## src/ams_pkg.sv

```systemverilog
package ams_pkg;
  // Operating mode select encodings
  localparam logic [2:0] MODE_MAN_CH0_A  = 3'h0;
  localparam logic [2:0] MODE_MAN_CH0_B  = 3'h1;
  localparam logic [2:0] MODE_MAN_SEQ_A  = 3'h4;
  localparam logic [2:0] MODE_MAN_SEQ_B  = 3'h5;
  localparam logic [2:0] MODE_AUTONOMOUS = 3'h6;
  // Bus command codes
  localparam logic [7:0] GENERAL_CALL    = 8'h00;
  localparam logic [7:0] SOFT_RESET_BYTE = 8'h06;
  localparam logic [7:0] FLAG_CLEAR_VAL  = 8'h03;
  // Register indices on the link
  localparam logic [3:0] REG_MODE        = 4'h0;
  localparam logic [3:0] REG_SEQ_CH      = 4'h1;
  localparam logic [3:0] REG_SEQUENCE_START_BIT   = 4'h2;
  localparam logic [3:0] REG_SEQUENCE_ABORT_BIT   = 4'h3;
  localparam logic [3:0] REG_OSC         = 4'h4;
  localparam logic [3:0] REG_DIV         = 4'h5;
  localparam logic [3:0] REG_BUF_MODE    = 4'h6;
  localparam logic [3:0] REG_CMP_EN      = 4'h7;
  localparam logic [3:0] REG_ALERT_CH    = 4'h8;
  localparam logic [3:0] REG_THR_HI      = 4'h9;
  localparam logic [3:0] REG_THR_LO      = 4'ha;
  localparam logic [3:0] REG_HYS         = 4'hb;
  localparam logic [3:0] REG_FLAG_LO     = 4'hc;
  localparam logic [3:0] REG_FLAG_HI     = 4'hd;
  localparam logic [3:0] REG_WRITE_KEY   = 4'he;
  localparam logic [3:0] REG_DEV_RESET   = 4'hf;
  localparam logic [7:0] WRITE_KEY_VAL   = 8'h0a;
  // Reset values
  localparam logic [1:0] SEQ_CH_RESET    = 2'h1;
  // Timing
  localparam int CLK_MHZ          = 100;
  localparam int SCL_LOW_MIN_NS   = 1800;
  localparam int SCL_LOW_MIN_CYC  = (SCL_LOW_MIN_NS * CLK_MHZ + 999) / 1000;
  localparam int CAL_TIME_NS      = 2000;
  localparam int CAL_CYC          = (CAL_TIME_NS * CLK_MHZ + 999) / 1000;
  localparam int AUTO_PERIOD_CYC  = 64;
  localparam int STD_SCL_PERIOD_NS = 10000;
  localparam int STD_SCL_CYC      = STD_SCL_PERIOD_NS * CLK_MHZ / 1000;
  localparam int HOST_SCL_HALF    = 40;
  localparam int BUF_DEPTH        = 16;
endpackage

```

## src/ams_link_if.sv

```systemverilog
`timescale 1ns/100ps
`default_nettype none
// Abstract link: host transactions and the device's answers
interface ams_link_if;
  logic       power_cycle;  // Analog supply recycled
  logic       gen_call;     // General call with command byte
  logic [7:0] gen_byte;
  logic       wr;           // Register write pulse
  logic       rd;           // Register read pulse
  logic [3:0] addr;
  logic [7:0] wdata;
  logic [7:0] rdata;
  logic       data_rd;      // Address+read: start manual conversions
  logic       nack_stop;    // NACK then STOP
  logic       scl_low;      // Host drives SCL low
  logic       scl_hold;     // Device stretches SCL
  logic       sample_vld;   // Result returned to host
  logic       sample_ch;
  logic [11:0] sample;
  logic       busy;
  logic       alert;
  modport dev  (input power_cycle, gen_call, gen_byte, wr, rd, addr, wdata, data_rd,
                nack_stop, scl_low,
                output rdata, scl_hold, sample_vld, sample_ch, sample, busy, alert);
  modport host (output power_cycle, gen_call, gen_byte, wr, rd, addr, wdata, data_rd,
                nack_stop, scl_low,
                input rdata, scl_hold, sample_vld, sample_ch, sample, busy, alert);
endinterface
`default_nettype wire

```

## src/ams_device.sv

```systemverilog
// Notes on behaviour
// - Power-up: calibrate, find address, busy high
// - Reset by supply, general call, key+bit
// - Full reset clears config, recalibrates
// - Soft reset keeps flags and key
// - Powers up manual, channel 0, fast oscillator
// - Manual conversions started by host transactions
// - Modes 000b/001b manual single channel
// - Host stops single channel with NACK, STOP
// - Modes 100b/101b need start then read
// - Host aborts sequence before mode change
// - Register read ends the auto sequence
// - Manual mode ignores divider, fast oscillator
// - Rate set by 18 SCL periods plus k; the code returns one result per SCL period
// - Stretch SCL low to 1.8 us
// - No stretch when low time suffices
// - Two-channel sequence alternates, channel zero first
// - Autonomous mode raises alert on threshold crossing
// - Mode 110b selects autonomous
// - Host starts first conversion only
// - Alert needs channel and block enables
// - Writing 03h clears latched flags
// - Host aborts before config changes
// - Pre-alert keeps sixteen newest, then stops
//
// The register offsets and the address-and-strobe port were decided locally.
`timescale 1ns/100ps
`default_nettype none
module ams_device (
  // Clock and reset
  input  wire logic        clk,
  input  wire logic        rstn,
  // Link to host
  ams_link_if.dev          lnk,
  // Analog result stand-ins
  input  wire logic [11:0] adc_in0,
  input  wire logic [11:0] adc_in1,
  // Status
  output logic             fast_osc_used
);
  typedef enum logic [1:0] {ST_CAL, ST_IDLE, ST_MAN, ST_AUTO} ams_state_t;
  typedef struct packed {
    ams_state_t  st;
    logic [15:0] cnt;
    logic [2:0]  mode;
    logic [1:0]  seq_ch;
    logic        seq_on;
    logic        osc;
    logic [7:0]  div;
    logic [2:0]  buf_mode;
    logic        cmp_en;
    logic [1:0]  alert_ch;
    logic [11:0] thr_hi;
    logic [11:0] thr_lo;
    logic [7:0]  hys;
    logic [1:0]  flag_lo;
    logic [1:0]  flag_hi;
    logic        key_ok;
    logic        next_ch;
    logic        scl_low_q;
    logic        scl_hold;
    logic        sample_vld;
    logic        sample_ch;
    logic [11:0] sample;
    logic        busy;
    logic        alert;
    logic [7:0]  rdata;
    logic [3:0]  wp;
    logic        fast_osc;
    logic [15:0][11:0] buf_mem;  // Pre-alert ring of results
  } ams_dev_t;
  ams_dev_t r;
  ams_dev_t next_r;
  logic [11:0] cur;
  logic        hi_x;
  logic        lo_x;

  // Next state
  always_comb begin
    next_r = r;
    next_r.sample_vld = 1'b0;
    next_r.scl_low_q = lnk.scl_low;
    cur = r.next_ch ? adc_in1 : adc_in0;
    hi_x = cur > r.thr_hi;
    lo_x = cur < r.thr_lo;
    if (lnk.power_cycle || (lnk.gen_call && lnk.gen_byte == ams_pkg::SOFT_RESET_BYTE)) begin
      next_r = '0;
      next_r.st = ST_CAL;
      next_r.busy = 1'b1;
      next_r.osc = 1'b1;
      next_r.seq_ch = ams_pkg::SEQ_CH_RESET;
    end else if (lnk.wr && lnk.addr == ams_pkg::REG_DEV_RESET && lnk.wdata[0] && r.key_ok) begin
      next_r = '0;
      next_r.st = ST_IDLE;
      next_r.osc = 1'b1;
      next_r.seq_ch = ams_pkg::SEQ_CH_RESET;
      next_r.flag_lo = r.flag_lo;
      next_r.flag_hi = r.flag_hi;
      next_r.key_ok = r.key_ok;
      next_r.buf_mem = r.buf_mem;
    end else begin
      // Register writes
      if (lnk.wr && r.st != ST_CAL) begin
        case (lnk.addr)
          ams_pkg::REG_MODE:      next_r.mode = lnk.wdata[2:0];
          ams_pkg::REG_SEQ_CH:    next_r.seq_ch = lnk.wdata[1:0];
          ams_pkg::REG_SEQUENCE_START_BIT: if (lnk.wdata[0]) next_r.seq_on = 1'b1;
          ams_pkg::REG_SEQUENCE_ABORT_BIT: if (lnk.wdata[0]) next_r.seq_on = 1'b0;
          ams_pkg::REG_OSC:       next_r.osc = lnk.wdata[0];
          ams_pkg::REG_DIV:       next_r.div = lnk.wdata;
          ams_pkg::REG_BUF_MODE:  next_r.buf_mode = lnk.wdata[2:0];
          ams_pkg::REG_CMP_EN:    next_r.cmp_en = lnk.wdata[0];
          ams_pkg::REG_ALERT_CH:  next_r.alert_ch = lnk.wdata[1:0];
          ams_pkg::REG_THR_HI:    next_r.thr_hi = {lnk.wdata, 4'h0};
          ams_pkg::REG_THR_LO:    next_r.thr_lo = {lnk.wdata, 4'h0};
          ams_pkg::REG_HYS:       next_r.hys = lnk.wdata;
          ams_pkg::REG_FLAG_LO:   if (lnk.wdata == ams_pkg::FLAG_CLEAR_VAL) next_r.flag_lo = '0;
          ams_pkg::REG_FLAG_HI:   if (lnk.wdata == ams_pkg::FLAG_CLEAR_VAL) next_r.flag_hi = '0;
          ams_pkg::REG_WRITE_KEY: next_r.key_ok = (lnk.wdata == ams_pkg::WRITE_KEY_VAL);
          default: ;
        endcase
      end
      // Register reads
      if (lnk.rd) begin
        case (lnk.addr)
          ams_pkg::REG_MODE:     next_r.rdata = {5'h00, r.mode};
          ams_pkg::REG_FLAG_LO:  next_r.rdata = {6'h00, r.flag_lo};
          ams_pkg::REG_FLAG_HI:  next_r.rdata = {6'h00, r.flag_hi};
          ams_pkg::REG_SEQ_CH:   next_r.rdata = {6'h00, r.seq_ch};
          ams_pkg::REG_BUF_MODE: next_r.rdata = {5'h00, r.buf_mode};
          ams_pkg::REG_HYS:      next_r.rdata = r.hys;
          default:               next_r.rdata = 8'h00;
        endcase
        if (r.mode[2] && !r.mode[1]) next_r.seq_on = 1'b0;
      end
      case (r.st)
        ST_CAL: begin
          next_r.busy = 1'b1;
          next_r.cnt = r.cnt + 16'h0001;
          if (r.cnt >= 16'(ams_pkg::CAL_CYC)) begin
            next_r.st = ST_IDLE;
            next_r.busy = 1'b0;
            next_r.cnt = '0;
          end
        end
        ST_IDLE: begin
          // Single-channel manual modes always start on channel zero
          next_r.next_ch = r.mode[2] && (r.seq_ch == 2'h2);
          if (lnk.data_rd && (r.mode[2:1] == 2'b00 ||
              (r.mode[2:1] == 2'b10 && r.seq_on))) begin
            next_r.st = ST_MAN;
            next_r.cnt = '0;
          end else if (r.mode == ams_pkg::MODE_AUTONOMOUS && r.seq_on) begin
            next_r.st = ST_AUTO;
            next_r.cnt = '0;
            next_r.wp = '0;
          end
        end
        ST_MAN: begin
          // Fast oscillator regardless of divider
          next_r.cnt = r.cnt + 16'h0001;
          if (lnk.scl_low && !r.scl_low_q) next_r.cnt = '0;
          // Hold SCL low until minimum low time elapsed
          next_r.scl_hold = lnk.scl_low &&
            (r.cnt < 16'(ams_pkg::SCL_LOW_MIN_CYC - 1));
          if (!lnk.scl_low && r.scl_low_q) begin
            next_r.sample_vld = 1'b1;
            next_r.sample = cur;
            next_r.sample_ch = r.next_ch;
            if (r.mode[2] && r.seq_ch == 2'h3) next_r.next_ch = !r.next_ch;
          end
          if (lnk.nack_stop && !r.mode[2]) begin
            next_r.st = ST_IDLE;
            next_r.scl_hold = 1'b0;
          end
          if (r.mode[2] && !next_r.seq_on) begin
            next_r.st = ST_IDLE;
            next_r.scl_hold = 1'b0;
          end
        end
        ST_AUTO: begin
          next_r.cnt = r.cnt + 16'h0001;
          if (r.cnt >= 16'(ams_pkg::AUTO_PERIOD_CYC) + {8'h00, r.div}) begin
            next_r.cnt = '0;
            next_r.buf_mem[r.wp] = cur;
            next_r.wp = r.wp + 4'h1;
            if (r.seq_ch == 2'h3) next_r.next_ch = !r.next_ch;
            if (r.cmp_en && r.alert_ch[r.next_ch] && (hi_x || lo_x)) begin
              // Set wins over a clear in the same cycle
              next_r.flag_hi[r.next_ch] = next_r.flag_hi[r.next_ch] | hi_x;
              next_r.flag_lo[r.next_ch] = next_r.flag_lo[r.next_ch] | lo_x;
              next_r.alert = 1'b1;
              next_r.st = ST_IDLE;
              next_r.seq_on = 1'b0;
            end
          end
          if (!next_r.seq_on || r.mode != ams_pkg::MODE_AUTONOMOUS) next_r.st = ST_IDLE;
        end
        default: next_r.st = ST_IDLE;
      endcase
      if (next_r.flag_lo == '0 && next_r.flag_hi == '0) next_r.alert = 1'b0;
    end
    // Registered oscillator status
    next_r.fast_osc = next_r.osc | (next_r.st == ST_MAN);
  end

  // State register
  always_ff @(posedge clk) begin
    if (!rstn) begin
      r <= '0;
      r.st <= ST_CAL;
      r.busy <= 1'b1;
      r.osc <= 1'b1;
      r.fast_osc <= 1'b1;
      r.seq_ch <= ams_pkg::SEQ_CH_RESET;
    end else begin
      r <= next_r;
    end
  end

  // Outputs
  assign lnk.rdata      = r.rdata;
  assign lnk.scl_hold   = r.scl_hold;
  assign lnk.sample_vld = r.sample_vld;
  assign lnk.sample_ch  = r.sample_ch;
  assign lnk.sample     = r.sample;
  assign lnk.busy       = r.busy;
  assign lnk.alert      = r.alert;
  assign fast_osc_used  = r.fast_osc;
endmodule
`default_nettype wire

```

## src/flat_wrapper.sv

```systemverilog
// flat-port wrapper written by rule: the top's interface ports become plain ports
module ams_device_flat 
  (clk, rstn, adc_in0, adc_in1, fast_osc_used, lnk_power_cycle, lnk_gen_call, lnk_gen_byte, lnk_wr, lnk_rd, lnk_addr, lnk_wdata, lnk_data_rd, lnk_nack_stop, lnk_scl_low, lnk_rdata, lnk_scl_hold, lnk_sample_vld, lnk_sample_ch, lnk_sample, lnk_busy, lnk_alert);
  ams_link_if lnk_i ();
  input  wire logic clk;
  input  wire logic rstn;
  input  wire logic [11:0] adc_in0;
  input  wire logic [11:0] adc_in1;
  output logic fast_osc_used;
  input wire logic [$bits(lnk_i.power_cycle)-1:0] lnk_power_cycle;
  input wire logic [$bits(lnk_i.gen_call)-1:0] lnk_gen_call;
  input wire logic [$bits(lnk_i.gen_byte)-1:0] lnk_gen_byte;
  input wire logic [$bits(lnk_i.wr)-1:0] lnk_wr;
  input wire logic [$bits(lnk_i.rd)-1:0] lnk_rd;
  input wire logic [$bits(lnk_i.addr)-1:0] lnk_addr;
  input wire logic [$bits(lnk_i.wdata)-1:0] lnk_wdata;
  input wire logic [$bits(lnk_i.data_rd)-1:0] lnk_data_rd;
  input wire logic [$bits(lnk_i.nack_stop)-1:0] lnk_nack_stop;
  input wire logic [$bits(lnk_i.scl_low)-1:0] lnk_scl_low;
  output wire logic [$bits(lnk_i.rdata)-1:0] lnk_rdata;
  output wire logic [$bits(lnk_i.scl_hold)-1:0] lnk_scl_hold;
  output wire logic [$bits(lnk_i.sample_vld)-1:0] lnk_sample_vld;
  output wire logic [$bits(lnk_i.sample_ch)-1:0] lnk_sample_ch;
  output wire logic [$bits(lnk_i.sample)-1:0] lnk_sample;
  output wire logic [$bits(lnk_i.busy)-1:0] lnk_busy;
  output wire logic [$bits(lnk_i.alert)-1:0] lnk_alert;
  assign lnk_i.power_cycle = lnk_power_cycle;
  assign lnk_i.gen_call = lnk_gen_call;
  assign lnk_i.gen_byte = lnk_gen_byte;
  assign lnk_i.wr = lnk_wr;
  assign lnk_i.rd = lnk_rd;
  assign lnk_i.addr = lnk_addr;
  assign lnk_i.wdata = lnk_wdata;
  assign lnk_i.data_rd = lnk_data_rd;
  assign lnk_i.nack_stop = lnk_nack_stop;
  assign lnk_i.scl_low = lnk_scl_low;
  assign lnk_rdata = lnk_i.rdata;
  assign lnk_scl_hold = lnk_i.scl_hold;
  assign lnk_sample_vld = lnk_i.sample_vld;
  assign lnk_sample_ch = lnk_i.sample_ch;
  assign lnk_sample = lnk_i.sample;
  assign lnk_busy = lnk_i.busy;
  assign lnk_alert = lnk_i.alert;
  ams_device u_core (.clk(clk), .rstn(rstn), .lnk(lnk_i), .adc_in0(adc_in0), .adc_in1(adc_in1), .fast_osc_used(fast_osc_used));
endmodule
```

## config.mk

```make
export PLATFORM = sky130hd
export DESIGN_NAME = ams_device_flat
export DESIGN_NICKNAME = d
export VERILOG_FILES = /design/src/ams_pkg.sv /design/src/ams_link_if.sv /design/src/ams_device.sv /design/src/flat_wrapper.sv
export SDC_FILE = /design/constraint.sdc
export NUM_CORES = 1
export LEC_CHECK = 0
export ABC_AREA = 1
export BUFFER_PORTS_ARGS = -buffer_cell sky130_fd_sc_hd__buf_2
export CAP_MARGIN = 20
export CELL_PAD_IN_SITES_DETAIL_PLACEMENT = 0
export CELL_PAD_IN_SITES_GLOBAL_PLACEMENT = 1
export CORE_ASPECT_RATIO = 1.5
export CORE_UTILIZATION = 30
export DETAILED_ROUTE_END_ITERATION = 16
export PLACE_DENSITY_LB_ADDON = 0.1
export REMOVE_ABC_BUFFERS = 1
export SYNTH_ARGS = -nofsm -noshare
export SYNTH_HDL_FRONTEND = slang
export SYNTH_SLANG_ARGS = --single-unit
export TNS_END_PERCENT = 5
```

## constraint.sdc

```tcl
create_clock -name clk -period 1.85 [get_ports clk]
set_input_delay 0.0925 -clock clk [delete_from_list [all_inputs] [get_ports clk]]
set_output_delay 0.0925 -clock clk [all_outputs]
set_load 0.005 [all_outputs]
```

==> flow_metrics.tcl, run 1 <==
set metrics [dict create \
    start_util 0.3083 \
    synthTopCellsByCount "nand2_1 (249), nor2_1 (129), inv_1 (100), dfxtp_1 (96), a21oi_1 (47)" \
    finalCritPeriodShare 1.077 \
    antennaDiodeCount 0 \
    regArea_mm2 0.001928 \
    slew_violations 0 \
    ys_seq_area_frac 0.3460 \
    fp.dieW_um 113.1 \
    dp_hpwl_mm 13.04 \
    die_height_um 168.6 \
    drt_iter0_markers 271 \
    ys_warn_count 0 \
    crit_path_max_fanout 7 \
    ant_nets 0 \
    antenna_found_initial 0 \
    synth-main-ff-cell "dfxtp_1" \
    synth_most_common_cell "nand2_1" \
    fill_cells 1910 \
    ir_drop_mv 0.3508 \
    synth_top_cell_area_share 0.3460 \
    firstDrtPassIters 4 \
    num_rows 60 \
    synth_area_leaders "dfxtp_1 (35%), nand2_1 (17%), nor2_1 (8.7%), inv_1 (6.8%), ha_1 (6.3%)" \
    synth_edf_count 0 \
    syn-cell-area_mm2 0.005554 \
    violations "negative setup slack" \
    post-route-util 0.3888 \
    cts_buffers 9 \
    worstRegToRegCells 14 \
    avgSynthCellArea_um2 6.620 \
    setup_viol 13 \
    core_region_area_mm2 0.01802 \
    cp_slowest_cell "dfxtp_4" \
    cts.clk_slew.worst_paths_ns 0.08 \
    drc 0 \
    critPathMaxStageDelay_ns 0.37 \
    synth_seq_cells 96 \
    clkLatencyLatePin_ns 0.36 \
    power_density_mw_per_mm2 647.1 \
    clock_path_buffers 2 \
    post-place-ws_ns -0.3734 \
    async_reset_ff_frac 0 \
    critPathKind "reg -> reg" \
    wire_per_inst_um 14.34 \
    period_needed_ns 1.993 \
    worst-slew-pin-transition_ns 0.3695 \
    crit_chain "buf_8 -> nand2_4 -> nand2_4 -> ha_4 -> nand2_1 -> nor2_2 -> nand2_1 -> nand3b_1 -> nand2_2 -> nor2_1 -> nand3_1 -> nand2_2 -> nor2_4 -> a21oi_2" \
    numPortBuffers 78 \
    grt_pass1_wl_mm 27.42 \
    max-cap-violations 0 \
    cts_sinks 96 \
    setup_ws_ns -0.1427 \
    htreeDepth 3 \
    syn2layout_area_growth_pct 26.13 \
    cts_tree "built" \
    slew_headroom 0.7531 \
    drive_gt1_frac 0.2503 \
    grt_max_degree 24 \
    start_kind "flop" \
    p_leak_nw 3.253 \
    hp-class "in -> reg" \
    status "complete, but fails checks" \
    synth_area_leader_cell "dfxtp_1" \
    vias 5468 \
    grt_pass1_vias 5451 \
    root_buffer "clkbuf_16" \
    ioPinCount 79 \
    grt.overflow.total 0 \
    max_freq_mhz 501.8 \
    arrival_ns 2.25 \
    cp-end-kind "flop" \
    gp_congestion 0.8757 \
    hold_depth 3 \
    rsz0062_at_grt "yes" \
    die-area_mm2 0.01907 \
    synthCells 839 \
    skew_ns 0.01277 \
    wl_mm 16.69 \
    grt_use_total 0.1850 \
    viasPerCell 4.698 \
    nets 1023 \
    ys_types 38 \
    worstPathRequired_ns 2.11 \
    multiInputGateArea_mm2 0.003253 \
    finalHoldViolations 0 \
]
[per-stage QoR]
stage / power [mW] / hold slack (ns) / cell area [um2] / std cells / TNS, ns
2_1_floorplan: 2.420 / 0.1843 / 5264 / 797 / -2.448
3_3_place_gp: 2.620 / 0.3910 / 6341 / 1144 / -3.988
3_5_place_dp: 2.627 / 0.3924 / 6341 / 1144 / -5.104
4_1_cts: 4.587 / 0.02960 / 6879 / 1164 / -2.117
5_1_grt: 4.749 / 0.04350 / 7005 / 1164 / -4.000
6_report: 4.533 / 0.03531 / 7005 / 1164 / -0.8422
[logic make-up (layout without fill, tap and decap cells)]
logic type                 count (synthesis)  in the layout  share of synthesized area
adders and majority gates                 28             28                    0.06308
and+or+nand+nor                          470            470                     0.3627
DFF                                       96             96                     0.3460
AOI/OAI and AO/OA                         90             90                    0.09056
buffers and inverters                    146            254                     0.1234
xor gates and xnor gates                   9              9                    0.01419
[cells in the final DEF (no fill, tap or decap), types with 3 or more instances in the layout]
cell type,count
ha_4,10
a21oi_2,4
nor2_2,6
nor4_1,3
nand2_2,23
xor2_1,9
nand4_1,21
nor3_2,5
buf_4,50
o22ai_1,3
inv_1,95
nor2_4,3
a21o_1,4
nand3_1,32
nand2_4,7
clkbuf_16,9
ha_1,18
o21ai_2,7
o21ai_0,9
dfxtp_1,93
inv_2,5
buf_2,78
nor2_1,123
nand3_2,6
o21ai_1,13
inv_4,3
nand2_1,223
a21oi_1,43
nor3_1,12
[routing by layer]
metal  wire, um  track usage  vias up
met4        456      0.08696        0
met3        404      0.01898       24
met1       7158       0.2147     2491
met2       8673       0.3372      100
met5          0            0        -
li1           -            -     2853
[registers in the layout, summed over array words and instances (netlist names)]
| name | count |
|---|---|
| u_core.lnk.sample_vld | 1 |
| u_core.fast_osc_used | 1 |
| u_core.lnk.alert | 1 |
| u_core.r | 70 |
| u_core.lnk.busy | 1 |
| u_core.lnk.sample_ch | 1 |
| u_core.lnk.scl_hold | 1 |
| u_core.lnk.rdata | 8 |
| u_core.lnk.sample | 12 |
[worst max-delay path, delay by kind of cell, from the launching register on]
kind	cells	cell delay, ns
compound gates	1	0.05
simple gates	11	1.06
fa+ha+maj	1	0.27
flops	1	0.37
buf+inv	1	0.14
[report_power, final]
| group | switching, mW | leakage (nW) | internal, mW |
|---|---|---|---|
| registers | 0.0191 | 0.779 | 2.10 |
| logic | 0.301 | 2.33 | 0.210 |
| clock network | 0.953 | 0.143 | 0.953 |
| total | 1.27 | 3.25 | 3.26 |
[final cells by class]
cell class                 count  share of cell area
clock buffer                   9             0.03215
multi-input combinational    597              0.4644
timing repair buffer         134              0.1218
clock inverter                 7             0.01036
tap                          217             0.03876
sequential                    96              0.2752
inverter                     104             0.05733
[path summary, 6_finish.rpt]
path                                      from                           endpoint  slack, ns
max                 u_core.r[223]$_SDFFE_PP0P_      u_core.lnk.alert$_SDFFE_PP0P_      -0.14
min                                       rstn           u_core.r[299]$_SDFF_PN0_       0.04
max reg2reg         u_core.r[223]$_SDFFE_PP0P_      u_core.lnk.alert$_SDFFE_PP0P_      -0.14
min reg2reg  u_core.lnk.sample[1]$_SDFFE_PP0P_  u_core.lnk.sample[1]$_SDFFE_PP0P_       0.46
[what timing repair did]
action / 4_1_cts / 5_1_grt
endpoints found under the hold margin: 1 / 0
pin swaps: 16 / 11
gates resized for setup: 53 / 31
hold buffers: 1 / 0
gates cloned: 0 / 0
endpoints found under the setup margin: 23 / 35
buffers inserted: 3 / 0
Power figures use the tool's default switching activity.
==> run 2: changes to the inputs <==
--- a/config.mk
+++ b/config.mk
@@ -8,10 +8,10 @@
 export ABC_AREA = 1
 export BUFFER_PORTS_ARGS = -buffer_cell sky130_fd_sc_hd__buf_2
 export CAP_MARGIN = 20
-export CELL_PAD_IN_SITES_DETAIL_PLACEMENT = 0
+export CELL_PAD_IN_SITES_DETAIL_PLACEMENT = 1
 export CELL_PAD_IN_SITES_GLOBAL_PLACEMENT = 1
 export CORE_ASPECT_RATIO = 1.5
-export CORE_UTILIZATION = 30
+export CORE_UTILIZATION = 37
 export DETAILED_ROUTE_END_ITERATION = 16
 export PLACE_DENSITY_LB_ADDON = 0.1
 export REMOVE_ABC_BUFFERS = 1
==> run 2 against run 1 <==
Combinational power rose by 19%. The flow still finishes with violations (negative setup slack). Non-clock buffer count is 3 lower. Highest routed layer unchanged. Critical endpoint unchanged. Die area is 19% lower. Core utilization rose by 10 points.
==> flow_metrics.tcl, run 2 (synthesis gave the netlist of run 1 again) <==
set metrics [dict create \
    status "complete, but fails checks" \
    violations "negative setup slack" \
    start_util 0.3806 \
    fin_setup_tns_ns -1.890 \
    grt_use_total 0.2497 \
    slew_violations 0 \
    grt.overflow.total 0 \
    crit_path_max_fanout 7 \
    max-cap-violations 0 \
    ir_drop_mv 0.3799 \
    power_density_mw_per_mm2 655.3 \
    clock_path_buffers 2 \
    power_frac_seq 0.451 \
    hp-class "in -> reg" \
    core_region_area_mm2 0.01459 \
    p_comb_frac 0.130 \
    viasPerCell 4.977 \
    nets 1020 \
    wl_mm 19.16 \
    setup_viol 22 \
    firstDrtPassIters 4 \
    worstPathRequired_ns 2.15 \
    rsz0062_at_grt "yes" \
    cts.clk_slew.worst_paths_ns 0.07 \
    grt_pass1_vias 5995 \
    cts_sinks 96 \
    drc 0 \
    finalHoldViolations 0 \
    dp_hpwl_mm 13.79 \
    clkLatencyLatePin_ns 0.37 \
    post-route-util 0.4909 \
    start_kind "flop" \
    ioPinCount 79 \
    critPathKind "reg -> reg" \
    final_cell_mix "nand2_1 (208), nor2_1 (123), inv_1 (94)" \
    drt_iter0_markers 164 \
    fp.dieW_um 102.0 \
    p_leak_nw 3.319 \
    worst-slew-pin-transition_ns 0.3781 \
    ant_nets 0 \
    syn2layout_area_growth_pct 28.99 \
    cts_buffers 9 \
    p_switching_mw 1.376 \
    cp-end-kind "flop" \
    die-area_mm2 0.01551 \
    antenna_found_initial 1 \
    period_needed_ns 2.030 \
    layout_commonest_cell "nand2_1" \
    drive_gt1_frac 0.2701 \
    root_buffer "clkbuf_16" \
    numPortBuffers 78 \
    die_height_um 152.1 \
    skew_ns 0.01316 \
    slew_headroom 0.7479 \
    max_freq_mhz 492.7 \
    grt_max_degree 28 \
    gp_congestion 0.9147 \
    arrival_ns 2.33 \
    cts_tree "built" \
    setup_ws_ns -0.1795 \
    wire_per_inst_um 16.79 \
    vias 5679 \
    share_clk_of_total_power 0.419 \
    largest_reg_flops 70 \
    num_rows 54 \
    cts_hold_buf 0 \
    grt_pass1_wl_mm 30.06 \
    regMostFlops "u_core.r" \
    p_int_mw 3.319 \
    htreeDepth 3 \
    finalCritPeriodShare 1.097 \
    switching_share 0.2930 \
]
## run 2: cell types whose count changed in the layout (fill, tap and decap cells not counted), moves of 3 or more
| cell | previous run | this run |
|---|---|---|
| nand2_1 | 223 | 208 |
| nand2_4 | 7 | 20 |
| o21ai_1 | 13 | 16 |
| ha_1 | 18 | 10 |
| ha_4 | 10 | 18 |
## run 2: cell type report
| class | instances | area (um2) |
|---|---|---|
| clock inverters | 7 | 78.83 |
| repair buffers | 131 | 820.8 |
| well taps | 196 | 245.2 |
| multi-input cells | 597 | 3458 |
| fillers | 1960 | 7430 |
| flip-flops and latches | 96 | 1929 |
| clock buffers | 9 | 225.2 |
| diodes | 1 | 2.502 |
| inverters | 104 | 404.1 |
## run 2: repair_timing
action / in CTS / in global routing
resized for setup: 79 / 46
pin swaps: 36 / 24
setup buffers: 6 / 1
endpoints found under the setup margin: 24 / 41
cloned: 0 / 0
## run 2: power groups by stage
stage	Combinational, mW	Sequential, mW	Clock [mW]
after floorplan	0.258	2.16	0
after global placement	0.444	2.16	0
after detailed placement	0.468	2.17	0
after CTS	0.539	2.12	2.01
after global routing	0.671	2.12	2.08
final	0.608	2.12	1.97
## run 2: layer usage
metal,GRT usage,vias to the layer above,routed length [um]
li1,-,2835,-
met2,0.4740,97,10630
met3,0.02484,38,425
met5,0,-,0
met4,0.09252,0,517
met1,0.2765,2709,7585
## run 2: worst paths after layout
kind | from | to | slack (ns) | depth (start not counted)
hold / removal | lnk_scl_low | u_core.r[222]$_SDFF_PP0_ | 0.03 | 3
hold reg to reg | u_core.lnk.rdata[4]$_SDFFE_PP0P_ | u_core.lnk.rdata[4]$_SDFFE_PP0P_ | 0.46 | 2
setup reg to reg | u_core.r[223]$_SDFFE_PP0P_ | u_core.lnk.alert$_SDFFE_PP0P_ | -0.18 | 15
setup / recovery | u_core.r[223]$_SDFFE_PP0P_ | u_core.lnk.alert$_SDFFE_PP0P_ | -0.18 | 15
## run 2: stage by stage
step                      area [um2]  hold WS (ns)  total power, mW  worst slack [ns]  std cells
after floorplan                 5264        0.1843            2.420           -0.3149        797
after global placement          6257        0.3873            2.609           -0.2437       1117
after detailed placement        6257        0.4013            2.634           -0.3867       1117
after CTS                       6947       0.03177            4.666           -0.1448       1139
after global routing            7164       0.04803            4.873           -0.2875       1141
final                           7164       0.02741            4.695           -0.1795       1141
## run 2: critical path: stages, from the launching register on
cell	delay, ns
dfxtp_4	0.38
buf_12	0.15
nand2_4	0.07
nand2_4	0.07
ha_4	0.27
nand2_4	0.08
inv_2	0.05
nand2_2	0.07
nand2_1	0.07
nand2_1	0.10
nand3_2	0.14
nand2_2	0.11
nand3_2	0.09
o21bai_1	0.15
nand2_1	0.06
a21oi_1	0.10
